`config.mk`:
```
export PLATFORM = sky130hd
export DESIGN_NAME = adc_result_window_regs
export DESIGN_NICKNAME = d
export VERILOG_FILES = /design/src/hw/adc_window_pkg.sv /design/src/hw/conv_if.sv /design/src/hw/adc_result_window_regs.sv /design/src/hw/sample_timer.sv /design/src/hw/window_compare.sv
export VERILOG_INCLUDE_DIRS = /design/src /design/src/hw
export SDC_FILE = /design/constraint.sdc
export NUM_CORES = 1
export LEC_CHECK = 0
export BUFFER_PORTS_ARGS = -buffer_cell sky130_fd_sc_hd__buf_2
export CORE_ASPECT_RATIO = 1.2
export CORE_MARGIN = 10
export CORE_UTILIZATION = 30
export DETAILED_ROUTE_END_ITERATION = 6
export GPL_TIMING_DRIVEN = 1
export MAX_ROUTING_LAYER = met4
export SLEW_MARGIN = 10
export SYNTH_ARGS = -nofsm -noshare
export SYNTH_HDL_FRONTEND = slang
export SYNTH_HIERARCHICAL = 1
export SYNTH_SLANG_ARGS = --single-unit
```
`constraint.sdc`:
```
create_clock -name clock -period 2.5 [get_ports clock]
set_input_delay 0.375 -clock clock [delete_from_list [all_inputs] [get_ports clock]]
set_output_delay 0.375 -clock clock [all_outputs]
set_load 0.01 [all_outputs]
```
`src/hw/adc_window_regs.svh`:
```
/*
 * Register offsets, field ranges, reset values and the sampling table
 * of the converter result/window register block.
 * Assumes byte-wide registers on a 12-bit register port address.
 */
`ifndef ADC_WINDOW_REGS_SVH
`define ADC_WINDOW_REGS_SVH

// ----------------------------------------------------------------
// Register offsets
// ----------------------------------------------------------------
`define ADDR_CONTROL 12'hF70
`define ADDR_STATUS 12'hF71
`define ADDR_MASK 12'hF72
`define ADDR_RESULT_HIGH 12'hF76
`define ADDR_RESULT_LOW 12'hF77
`define ADDR_SAMPLING 12'hF78
`define ADDR_LIMIT_HIGH 12'hF79
`define ADDR_LIMIT_LOW 12'hF7A

// ----------------------------------------------------------------
// Fields
// ----------------------------------------------------------------
`define CTRL_START_F 1:0
`define CTRL_ALIGN_BIT 2
`define CTRL_DEPTH_BIT 3
`define CTRL_BUSY_BIT 7
`define START_CONVERT 2'h1
`define SAMPLING_CODE_F 7:4
`define STAT_ABOVE_BIT 0
`define STAT_DONE_BIT 1
`define STAT_F 1:0

// ----------------------------------------------------------------
// Reset values
// ----------------------------------------------------------------
`define RESULT_LOW_RESET 8'h00
`define SAMPLING_RESET 4'h0
`define LIMIT_RESET 8'hFF
`define CTRL_RESET 1'h0
`define STAT_RESET 2'h0
`define RESULT_RESET 14'h0000
`define READ_IDLE 8'h00

// ----------------------------------------------------------------
// Sampling converter clocks, index is the sampling code
// ----------------------------------------------------------------
`define SAMPLING_TABLE '{11'h002, 11'h002, 11'h004, 11'h008, \
	11'h010, 11'h020, 11'h040, 11'h060, 11'h080, 11'h0C0, \
	11'h100, 11'h140, 11'h180, 11'h200, 11'h300, 11'h400}
`define COUNT_LAST 11'h001
`define COUNT_IDLE 11'h000

`endif

```
`src/hw/adc_window_pkg.sv`:
```
/*
 * Types shared by the result/window register block.
 * Assumes nothing beyond a SystemVerilog compiler.
 */
package adc_window_pkg;
	typedef enum logic {ALIGN_LEFT, ALIGN_RIGHT} align_type;
	typedef enum logic {DEPTH_12, DEPTH_14} depth_type;
	typedef enum logic {TIMER_IDLE, TIMER_SAMPLING} sample_state_type;
endpackage

```
`src/hw/conv_if.sv`:
```
/*
 * Internal carrier between the register top, the sampling timer and
 * the window comparator. Assumes one clock domain.
 */
`timescale 1ns/1ps
`default_nettype none
interface conv_if;
	import adc_window_pkg::*;
	logic start;
	logic [3:0] code;
	logic tick;
	logic sampling;
	logic sample_done;
	logic [13:0] result;
	logic [7:0] limit_high;
	logic [7:0] limit_low;
	align_type align;
	depth_type depth;
	logic above;
	modport timer (input start, code, tick, output sampling, sample_done);
	modport timer_ctl (output start, code, tick, input sampling, sample_done);
	modport cmp (input result, limit_high, limit_low, align, depth, output above);
	modport cmp_ctl (output result, limit_high, limit_low, align, depth, input above);
endinterface
`default_nettype wire

```
`src/hw/adc_result_window_regs.sv`:
```
/*
 * Register-side logic of the converter: result formatting and low-byte
 * latch, sampling-time control, upper-window interrupt.
 * Assumes a one-cycle strobe register port, a converter core that pulses
 * result_valid with a 12- or 14-bit right-aligned result, and a one-cycle
 * tick per converter clock.
 */
// Overview of operation
// - Reading the high result byte latches the matching low byte.
// - Low result register is read-only and resets to zero.
// - Left, 12-bit: four low result bits in low bits 7:4.
// - Left, 14-bit: six low result bits in low bits 7:2.
// - Right alignment: eight low result bits fill the low register.
// - Sampling duration applies to software and event-started conversions.
// - Sampling code decodes to 2 up to 1024 converter clocks.
// - Sampling bits 3:0 read zero, are read-only; software writes zero.
// - Window interrupt when result strictly exceeds the upper limit.
// - Upper limit high byte is read/write, resets to FFh.
// - Left alignment: eight result MSBs against whole high byte.
// - Right, 12-bit: four MSBs against high bits 3:0.
// - Right, 14-bit: six MSBs against high bits 5:0.
// - Upper limit low byte is read/write, resets to FFh.
// - Left, 12-bit: four LSBs against low bits 7:4.
// - Left, 14-bit: six LSBs against low bits 7:2.
// - Right alignment: eight LSBs against whole low byte.

`timescale 1ns/1ps
`default_nettype none
`include "adc_window_regs.svh"
module adc_result_window_regs
	import adc_window_pkg::*;
(
	// Clock and reset
	input wire logic clock,
	input wire logic rst_n,
	// Register port
	input wire logic [11:0] reg_addr,
	input wire logic [7:0] reg_wdata,
	input wire logic reg_write,
	input wire logic reg_read,
	output logic [7:0] reg_rdata,
	// Converter core
	input wire logic conv_clock_tick,
	input wire logic event_trigger,
	input wire logic result_valid,
	input wire logic [13:0] result_data,
	output logic conversion_start,
	output logic sampling_active,
	output logic sample_done,
	output logic bit_depth_select,
	// Interrupt
	output logic irq
);

	// ----------------------------------------------------------------
	// State
	// ----------------------------------------------------------------
	align_type align_q, align_d;
	depth_type depth_q, depth_d;
	logic busy_q, busy_d;
	logic start_q, start_d;
	logic [13:0] result_q, result_d;
	logic [7:0] result_low_q, result_low_d;
	logic [3:0] sampling_code_q, sampling_code_d;
	logic [7:0] upper_limit_high_q, upper_limit_high_d;
	logic [7:0] upper_limit_low_q, upper_limit_low_d;
	logic [1:0] status_q, status_d;
	logic [1:0] mask_q, mask_d;
	logic [7:0] rdata_q, rdata_d;

	logic wr_control;
	logic wr_status;
	logic start_req;
	logic [7:0] fmt_high;
	logic [7:0] fmt_low;
	logic [1:0] events;

	conv_if link ();

	// ----------------------------------------------------------------
	// Submodules
	// ----------------------------------------------------------------
	sample_timer timer_inst (
		.clock(clock),
		.rst_n(rst_n),
		.bus(link.timer)
	);

	window_compare compare_inst (
		.bus(link.cmp)
	);

	assign link.start = start_req;
	assign link.code = sampling_code_q;
	assign link.tick = conv_clock_tick;
	// Compare the incoming result with the limits in force right now
	assign link.result = result_data;
	assign link.limit_high = upper_limit_high_q;
	assign link.limit_low = upper_limit_low_q;
	assign link.align = align_q;
	assign link.depth = depth_q;

	// ----------------------------------------------------------------
	// Conversion start
	// ----------------------------------------------------------------
	assign wr_control = reg_write && (reg_addr == `ADDR_CONTROL);
	assign wr_status = reg_write && (reg_addr == `ADDR_STATUS);

	// A start while busy is dropped; the core cannot take two at once
	always_comb begin
		start_req = 1'b0;
		if (!busy_q) begin
			if (wr_control && (reg_wdata[`CTRL_START_F] == `START_CONVERT)) begin
				start_req = 1'b1;
			end
			if (event_trigger) begin
				start_req = 1'b1;
			end
		end
	end

	always_comb begin
		align_d = align_q;
		depth_d = depth_q;
		busy_d = busy_q;
		start_d = start_req;
		if (wr_control) begin
			align_d = reg_wdata[`CTRL_ALIGN_BIT] ? ALIGN_RIGHT : ALIGN_LEFT;
			depth_d = reg_wdata[`CTRL_DEPTH_BIT] ? DEPTH_14 : DEPTH_12;
		end
		if (start_req) begin
			busy_d = 1'b1;
		end else if (result_valid) begin
			busy_d = 1'b0;
		end
	end

	always_ff @(posedge clock or negedge rst_n) begin
		if (!rst_n) begin
			align_q <= ALIGN_LEFT;
			depth_q <= DEPTH_12;
			busy_q <= `CTRL_RESET;
			start_q <= `CTRL_RESET;
		end else begin
			align_q <= align_d;
			depth_q <= depth_d;
			busy_q <= busy_d;
			start_q <= start_d;
		end
	end

	// ----------------------------------------------------------------
	// Result formatting
	// ----------------------------------------------------------------
	always_comb begin
		fmt_high = 8'h00;
		fmt_low = 8'h00;
		unique case ({align_q, depth_q})
			{ALIGN_LEFT, DEPTH_12}: begin
				fmt_high = result_q[11:4];
				fmt_low = {result_q[3:0], 4'h0};
			end
			{ALIGN_LEFT, DEPTH_14}: begin
				fmt_high = result_q[13:6];
				fmt_low = {result_q[5:0], 2'h0};
			end
			{ALIGN_RIGHT, DEPTH_12}: begin
				fmt_high = {4'h0, result_q[11:8]};
				fmt_low = result_q[7:0];
			end
			{ALIGN_RIGHT, DEPTH_14}: begin
				fmt_high = {2'h0, result_q[13:8]};
				fmt_low = result_q[7:0];
			end
		endcase
	end

	// Low byte only moves on a high-byte read, so a pair always matches
	always_comb begin
		result_d = result_q;
		result_low_d = result_low_q;
		if (result_valid) begin
			result_d = result_data;
		end
		if (reg_read && (reg_addr == `ADDR_RESULT_HIGH)) begin
			result_low_d = fmt_low;
		end
	end

	always_ff @(posedge clock or negedge rst_n) begin
		if (!rst_n) begin
			result_q <= `RESULT_RESET;
			result_low_q <= `RESULT_LOW_RESET;
		end else begin
			result_q <= result_d;
			result_low_q <= result_low_d;
		end
	end

	// ----------------------------------------------------------------
	// Sampling and limit registers
	// ----------------------------------------------------------------
	always_comb begin
		sampling_code_d = sampling_code_q;
		upper_limit_high_d = upper_limit_high_q;
		upper_limit_low_d = upper_limit_low_q;
		if (reg_write) begin
			unique case (reg_addr)
				`ADDR_SAMPLING: sampling_code_d = reg_wdata[`SAMPLING_CODE_F];
				`ADDR_LIMIT_HIGH: upper_limit_high_d = reg_wdata;
				`ADDR_LIMIT_LOW: upper_limit_low_d = reg_wdata;
				default: ;
			endcase
		end
	end

	always_ff @(posedge clock or negedge rst_n) begin
		if (!rst_n) begin
			sampling_code_q <= `SAMPLING_RESET;
			upper_limit_high_q <= `LIMIT_RESET;
			upper_limit_low_q <= `LIMIT_RESET;
		end else begin
			sampling_code_q <= sampling_code_d;
			upper_limit_high_q <= upper_limit_high_d;
			upper_limit_low_q <= upper_limit_low_d;
		end
	end

	// ----------------------------------------------------------------
	// Interrupt status and mask
	// ----------------------------------------------------------------
	always_comb begin
		events = 2'h0;
		events[`STAT_ABOVE_BIT] = result_valid && link.above;
		events[`STAT_DONE_BIT] = result_valid;
	end

	// Set beats a write-one-to-clear in the same cycle
	always_comb begin
		status_d = status_q;
		mask_d = mask_q;
		if (wr_status) begin
			status_d = status_q & ~reg_wdata[`STAT_F];
		end
		status_d = status_d | events;
		if (reg_write && (reg_addr == `ADDR_MASK)) begin
			mask_d = reg_wdata[`STAT_F];
		end
	end

	always_ff @(posedge clock or negedge rst_n) begin
		if (!rst_n) begin
			status_q <= `STAT_RESET;
			mask_q <= `STAT_RESET;
		end else begin
			status_q <= status_d;
			mask_q <= mask_d;
		end
	end

	// ----------------------------------------------------------------
	// Read path
	// ----------------------------------------------------------------
	// Data stands only in the cycle after the read strobe
	always_comb begin
		rdata_d = `READ_IDLE;
		if (reg_read) begin
			unique case (reg_addr)
				`ADDR_CONTROL: begin
					rdata_d[`CTRL_ALIGN_BIT] = (align_q == ALIGN_RIGHT);
					rdata_d[`CTRL_DEPTH_BIT] = (depth_q == DEPTH_14);
					rdata_d[`CTRL_BUSY_BIT] = busy_q;
				end
				`ADDR_STATUS: rdata_d[`STAT_F] = status_q;
				`ADDR_MASK: rdata_d[`STAT_F] = mask_q;
				`ADDR_RESULT_HIGH: rdata_d = fmt_high;
				`ADDR_RESULT_LOW: rdata_d = result_low_q;
				`ADDR_SAMPLING: rdata_d[`SAMPLING_CODE_F] = sampling_code_q;
				`ADDR_LIMIT_HIGH: rdata_d = upper_limit_high_q;
				`ADDR_LIMIT_LOW: rdata_d = upper_limit_low_q;
				default: rdata_d = `READ_IDLE;
			endcase
		end
	end

	always_ff @(posedge clock or negedge rst_n) begin
		if (!rst_n) begin
			rdata_q <= `READ_IDLE;
		end else begin
			rdata_q <= rdata_d;
		end
	end

	// ----------------------------------------------------------------
	// Outputs
	// ----------------------------------------------------------------
	assign reg_rdata = rdata_q;
	assign conversion_start = start_q;
	assign sampling_active = link.sampling;
	assign sample_done = link.sample_done;
	assign bit_depth_select = (depth_q == DEPTH_14);
	assign irq = |(status_q & mask_q);
endmodule
`default_nettype wire

```
`src/hw/sample_timer.sv`:
```
/*
 * Sampling-duration timer: decodes the sampling code and counts
 * converter-clock ticks after each conversion start.
 * Assumes tick is a one-cycle pulse per converter clock.
 */
`timescale 1ns/1ps
`default_nettype none
`include "adc_window_regs.svh"
module sample_timer
	import adc_window_pkg::*;
(
	// Clock and reset
	input wire logic clock,
	input wire logic rst_n,
	// Control side
	conv_if.timer bus
);
	localparam logic [10:0] clocks_table [0:15] = `SAMPLING_TABLE;

	sample_state_type state_q, state_d;
	logic [10:0] count_q, count_d;

	// Code latched at start; later code writes affect the next conversion
	always_comb begin
		state_d = state_q;
		count_d = count_q;
		bus.sample_done = 1'b0;
		unique case (state_q)
			TIMER_IDLE: begin
				if (bus.start) begin
					state_d = TIMER_SAMPLING;
					count_d = clocks_table[bus.code];
				end
			end
			TIMER_SAMPLING: begin
				if (bus.tick) begin
					if (count_q == `COUNT_LAST) begin
						bus.sample_done = 1'b1;
						state_d = TIMER_IDLE;
						count_d = `COUNT_IDLE;
					end else begin
						count_d = count_q - `COUNT_LAST;
					end
				end
			end
		endcase
	end

	always_ff @(posedge clock or negedge rst_n) begin
		if (!rst_n) begin
			state_q <= TIMER_IDLE;
			count_q <= `COUNT_IDLE;
		end else begin
			state_q <= state_d;
			count_q <= count_d;
		end
	end

	assign bus.sampling = (state_q == TIMER_SAMPLING);
endmodule
`default_nettype wire

```
`src/hw/window_compare.sv`:
```
/*
 * Upper-threshold comparator: joins the two limit bytes according to
 * alignment and depth and compares the unsigned result against them.
 * Assumes the result is right-aligned in its 14-bit carrier.
 */
`timescale 1ns/1ps
`default_nettype none
module window_compare
	import adc_window_pkg::*;
(
	conv_if.cmp bus
);
	logic [13:0] limit;

	always_comb begin
		limit = 14'h0000;
		unique case ({bus.align, bus.depth})
			{ALIGN_LEFT, DEPTH_12}: limit = {2'h0, bus.limit_high, bus.limit_low[7:4]};
			{ALIGN_LEFT, DEPTH_14}: limit = {bus.limit_high, bus.limit_low[7:2]};
			{ALIGN_RIGHT, DEPTH_12}: limit = {2'h0, bus.limit_high[3:0], bus.limit_low};
			{ALIGN_RIGHT, DEPTH_14}: limit = {bus.limit_high[5:0], bus.limit_low};
		endcase
	end

	// Strictly greater; equal to the limit is inside the window
	assign bus.above = (bus.result > limit);
endmodule
`default_nettype wire

```
==> key figures <==
Run status
  • Status: completed

Floorplan
  • Die width: ~130 µm
  • Die H: ~150 µm
  • Initial Util: between 30% and 40%
  • Num rows: 48
  • Die footprint: a little under 20000 µm²
  • # IOs: 54
  • Core Footprint: around 14000 µm²

Timing
  • Fin. Hold Viols: 0
  • Final worst-path cycle share: approximately 90%
  • RSZ-0062 raised after global routing: no
  • Rel. slew slack: 51.9%
  • Clock Skew: just under 0.01 ns
  • Max Fclk: ~0.45 GHz
  • Setup TNS: 0 ns
  • Slew of the pin with the lowest slew margin: about 0.72 ns
  • Endpoints failing setup: 0
  • Slew Viols, Final: 0
  • Tmin final: 2.24 ns

Clocking
  • TritonCTS clock tree: yes
  • H-tree levels: 3
  • Sink Count: 70
  • Root Driver: clkbuf_16
  • CTS Buffer Depth: 2
  • Post-CTS setup buffers: 0
  • Clock Pin Slew Worst Setup and Hold Paths: roughly 0.050 ns
  • Cts bufs inserted: 9
  • Clock latency at the later pin of the worst-skew pair: 0.34 ns

Place
  • Final HPWL from detailed placement: 9.67 mm
  • Port buffer count: 53
  • Placed cell count: about 650
  • Routability cong.: slightly below 0.9

Yosys
  • Number of library cell types mapped by synthesis: 59
  • Number of synthesized flops with an enable pin: 0
  • Synthesized area per cell: approximately 10 µm²
  • Mapped Nets: 486
  • Async SR Flop Fraction: 100%
  • Seq/Total Area, Yosys: between 40% and 50%
  • Syn Inst Count: approximately 430
  • FF+latch count, synth: 70
  • Most used DFF post-synth: dfrtp_1
  • Cell Area, Synth: about 4400 µm²
  • Syn. warnings: 6

Worst setup path
  • Setup slack, reg-to-reg: around 0.26 ns
  • Cell breakdown of the critical path: mux2i_1 > nor2_1 > a21oi_1 > ha_1 > a21o_1 > nand3_1 > a21oi_1 > o31a_1 > a22o_1
  • Top Family by Delay on Critical Path: compound AO/OA/AOI/OAI gates
  • Max incr delay on CP: ~0.50 ns
  • CP required: 2.72 ns
  • CP endpoint kind: flop
  • Nature of the critical path startpoint: flop
  • Slowest cell on the critical path: dfrtp_2
  • Reg2reg start: bit_depth_select
  • Worst r2r path cells: 9
  • CP dominant cell by count: a21oi_1
  • Setup CP Type: reg -> reg
  • Worst path arrival time: 2.46 ns
  • R2R Path End: status_q[0]
  • Worst path bufs/invs: 0
  • Crit-path max FO: 10

Global routing
  • Grt ovf: 0
  • Global router's overall resource usage: between 10% and 20%
  • First-pass GRT wire length: between 15 and 20 mm
  • Vias in the first global route: 3644
  • Initial antenna violation count: 1
  • Largest net degree at the start of global routing: between 50 and 60

Finish
  • Layout Cells excl Fill: around 670
  • Storage element area: ~1800 µm²
  • Commonest non-fill, non-tap cells in the layout: 53 x dfrtp_1, 53 x buf_2, 33 x mux2i_1
  • Fillcell total: 1428
  • Multi-input logic area: between 2000 and 2500 µm²
  • Area grow syn2layout: 18.4%
  • Layout Nets: approximately 540
  • Share of cells above drive strength 1: a little over a quarter

Drt
  • Drt drc: 0
  • Vias post-DR: roughly 3600
  • Via density: 5.35
  • WL final: about 12 mm
  • Post-route ant nets: 0
  • Post-DR wirelength/cell: around 18 µm
  • Initial drt markers: 269
  • 1st-pass router iterations: 4

Min path
  • Worst min-delay path category: in -> reg
  • WHS Path Cells: 2
  • Worst hold start: result_data[0]
  • Hold EP: result_q[0]

Pwr
  • Leak: between 2 and 2.5 nW
  • VDD IR-drop max: roughly 0.00036 V
  • Power density over the cells: about 600 nW/µm²

Run
  • Max_cap viols: 0
[power by group]
group | internal (mW) | switching (mW) | total (mW)
Sequential | 1.24 | 0.131 | 1.37
Combinational | 0.226 | 0.252 | 0.477
Clock | 0.755 | 0.487 | 1.24
Total | 2.22 | 0.870 | 3.09
[registers in the layout, summed over array words and instances (netlist names), 2 cells and up]
signal              cells
link.code               4
link.limit_high         8
link.limit_low          8
mask_q                  2
reg_rdata               8
result_low_q            8
result_q               14
status_q                2
timer_inst/count_q     11
[synthesized netlist by cell type, drive strengths merged, types with 3 or more instances]
cell | count | area (µm²)
and4 | 3 | 26.3
nor2 | 31 | 134
a21oi | 29 | 145
a221o | 6 | 60.1
a22o | 5 | 43.8
a22oi | 8 | 60.1
or3 | 3 | 18.8
nor3 | 9 | 45.0
o21ai | 29 | 145
dfstp | 16 | 420
buf | 14 | 82.6
mux2 | 41 | 462
nor4 | 5 | 58.8
clkbuf | 7 | 26.3
a21o | 3 | 22.5
nand4 | 8 | 62.6
dfrtp | 54 | 1350
inv | 8 | 30.0
ha | 19 | 238
nand2b | 7 | 43.8
nand3 | 8 | 40.0
mux2i | 33 | 330
nor2b | 8 | 50.1
nand2 | 30 | 113
a31oi | 5 | 31.3
and2 | 4 | 25.0
[per-layer routing]
metal	vias up	global-route usage [%]	share of wire, %
met5	-	-	0
met4	0	6.33	3.7
met3	30	2.89	4.9
met2	90	21.8	52
met1	1719	13.7	39
li1	1721	-	-
[cell families after synthesis]
| kind of cell | count (synthesis) | synth area share, % |
|---|---|---|
| compound gates | 101 | 14.8 |
| fa+ha+maj | 19 | 5.46 |
| buf+inv | 29 | 3.19 |
| flops | 70 | 40.7 |
| mux | 74 | 18.2 |
| simple gates | 133 | 17.6 |
[per-stage QoR]
step                      hold WS (ns)  setup WS, ns  utilization [%]  instance area [µm²]  power, mW
after CTS                        0.281         0.135             36.0                 5150       3.12
after detailed placement         0.292        0.0184             33.9                 4850       1.86
after global placement           0.290        0.0766             33.9                 4850       1.85
after global routing             0.289        0.0789             36.1                 5150       3.24
after floorplan                 0.0794         0.195                -                 4350       1.66
final                            0.290         0.260             36.1                 5150       3.09
[final cells by class]
class                   count  share of cell area (%)
diodes                      1                  0.0485
clock buffers              11                    5.12
clock inverters             5                   0.583
inverters                   8                   0.583
multi-input cells         327                    47.4
flip-flops and latches     70                    34.4
well taps                 175                    4.25
repair buffers             68                    7.62
[worst max-delay path by stage]
stage	end	from	slack [ns]	depth (start not counted)
2_1_floorplan	timer_inst/count_q[10]	reg_addr[2]	0.19	9
3_3_place_gp	timer_inst/count_q[10]	reg_addr[2]	0.08	9
3_5_place_dp	timer_inst/count_q[6]	reg_write	0.02	9
4_1_cts	status_q[0]	bit_depth_select	0.13	9
5_1_grt	status_q[0]	bit_depth_select	0.08	9
6_report	status_q[0]	bit_depth_select	0.26	9
[what timing repair did]
action	in CTS	in global routing
hold endpoints to repair	12	0
setup endpoints to repair	0	1
resized for setup	0	1
hold buffers	1	0
Power figures use the tool's default switching activity.
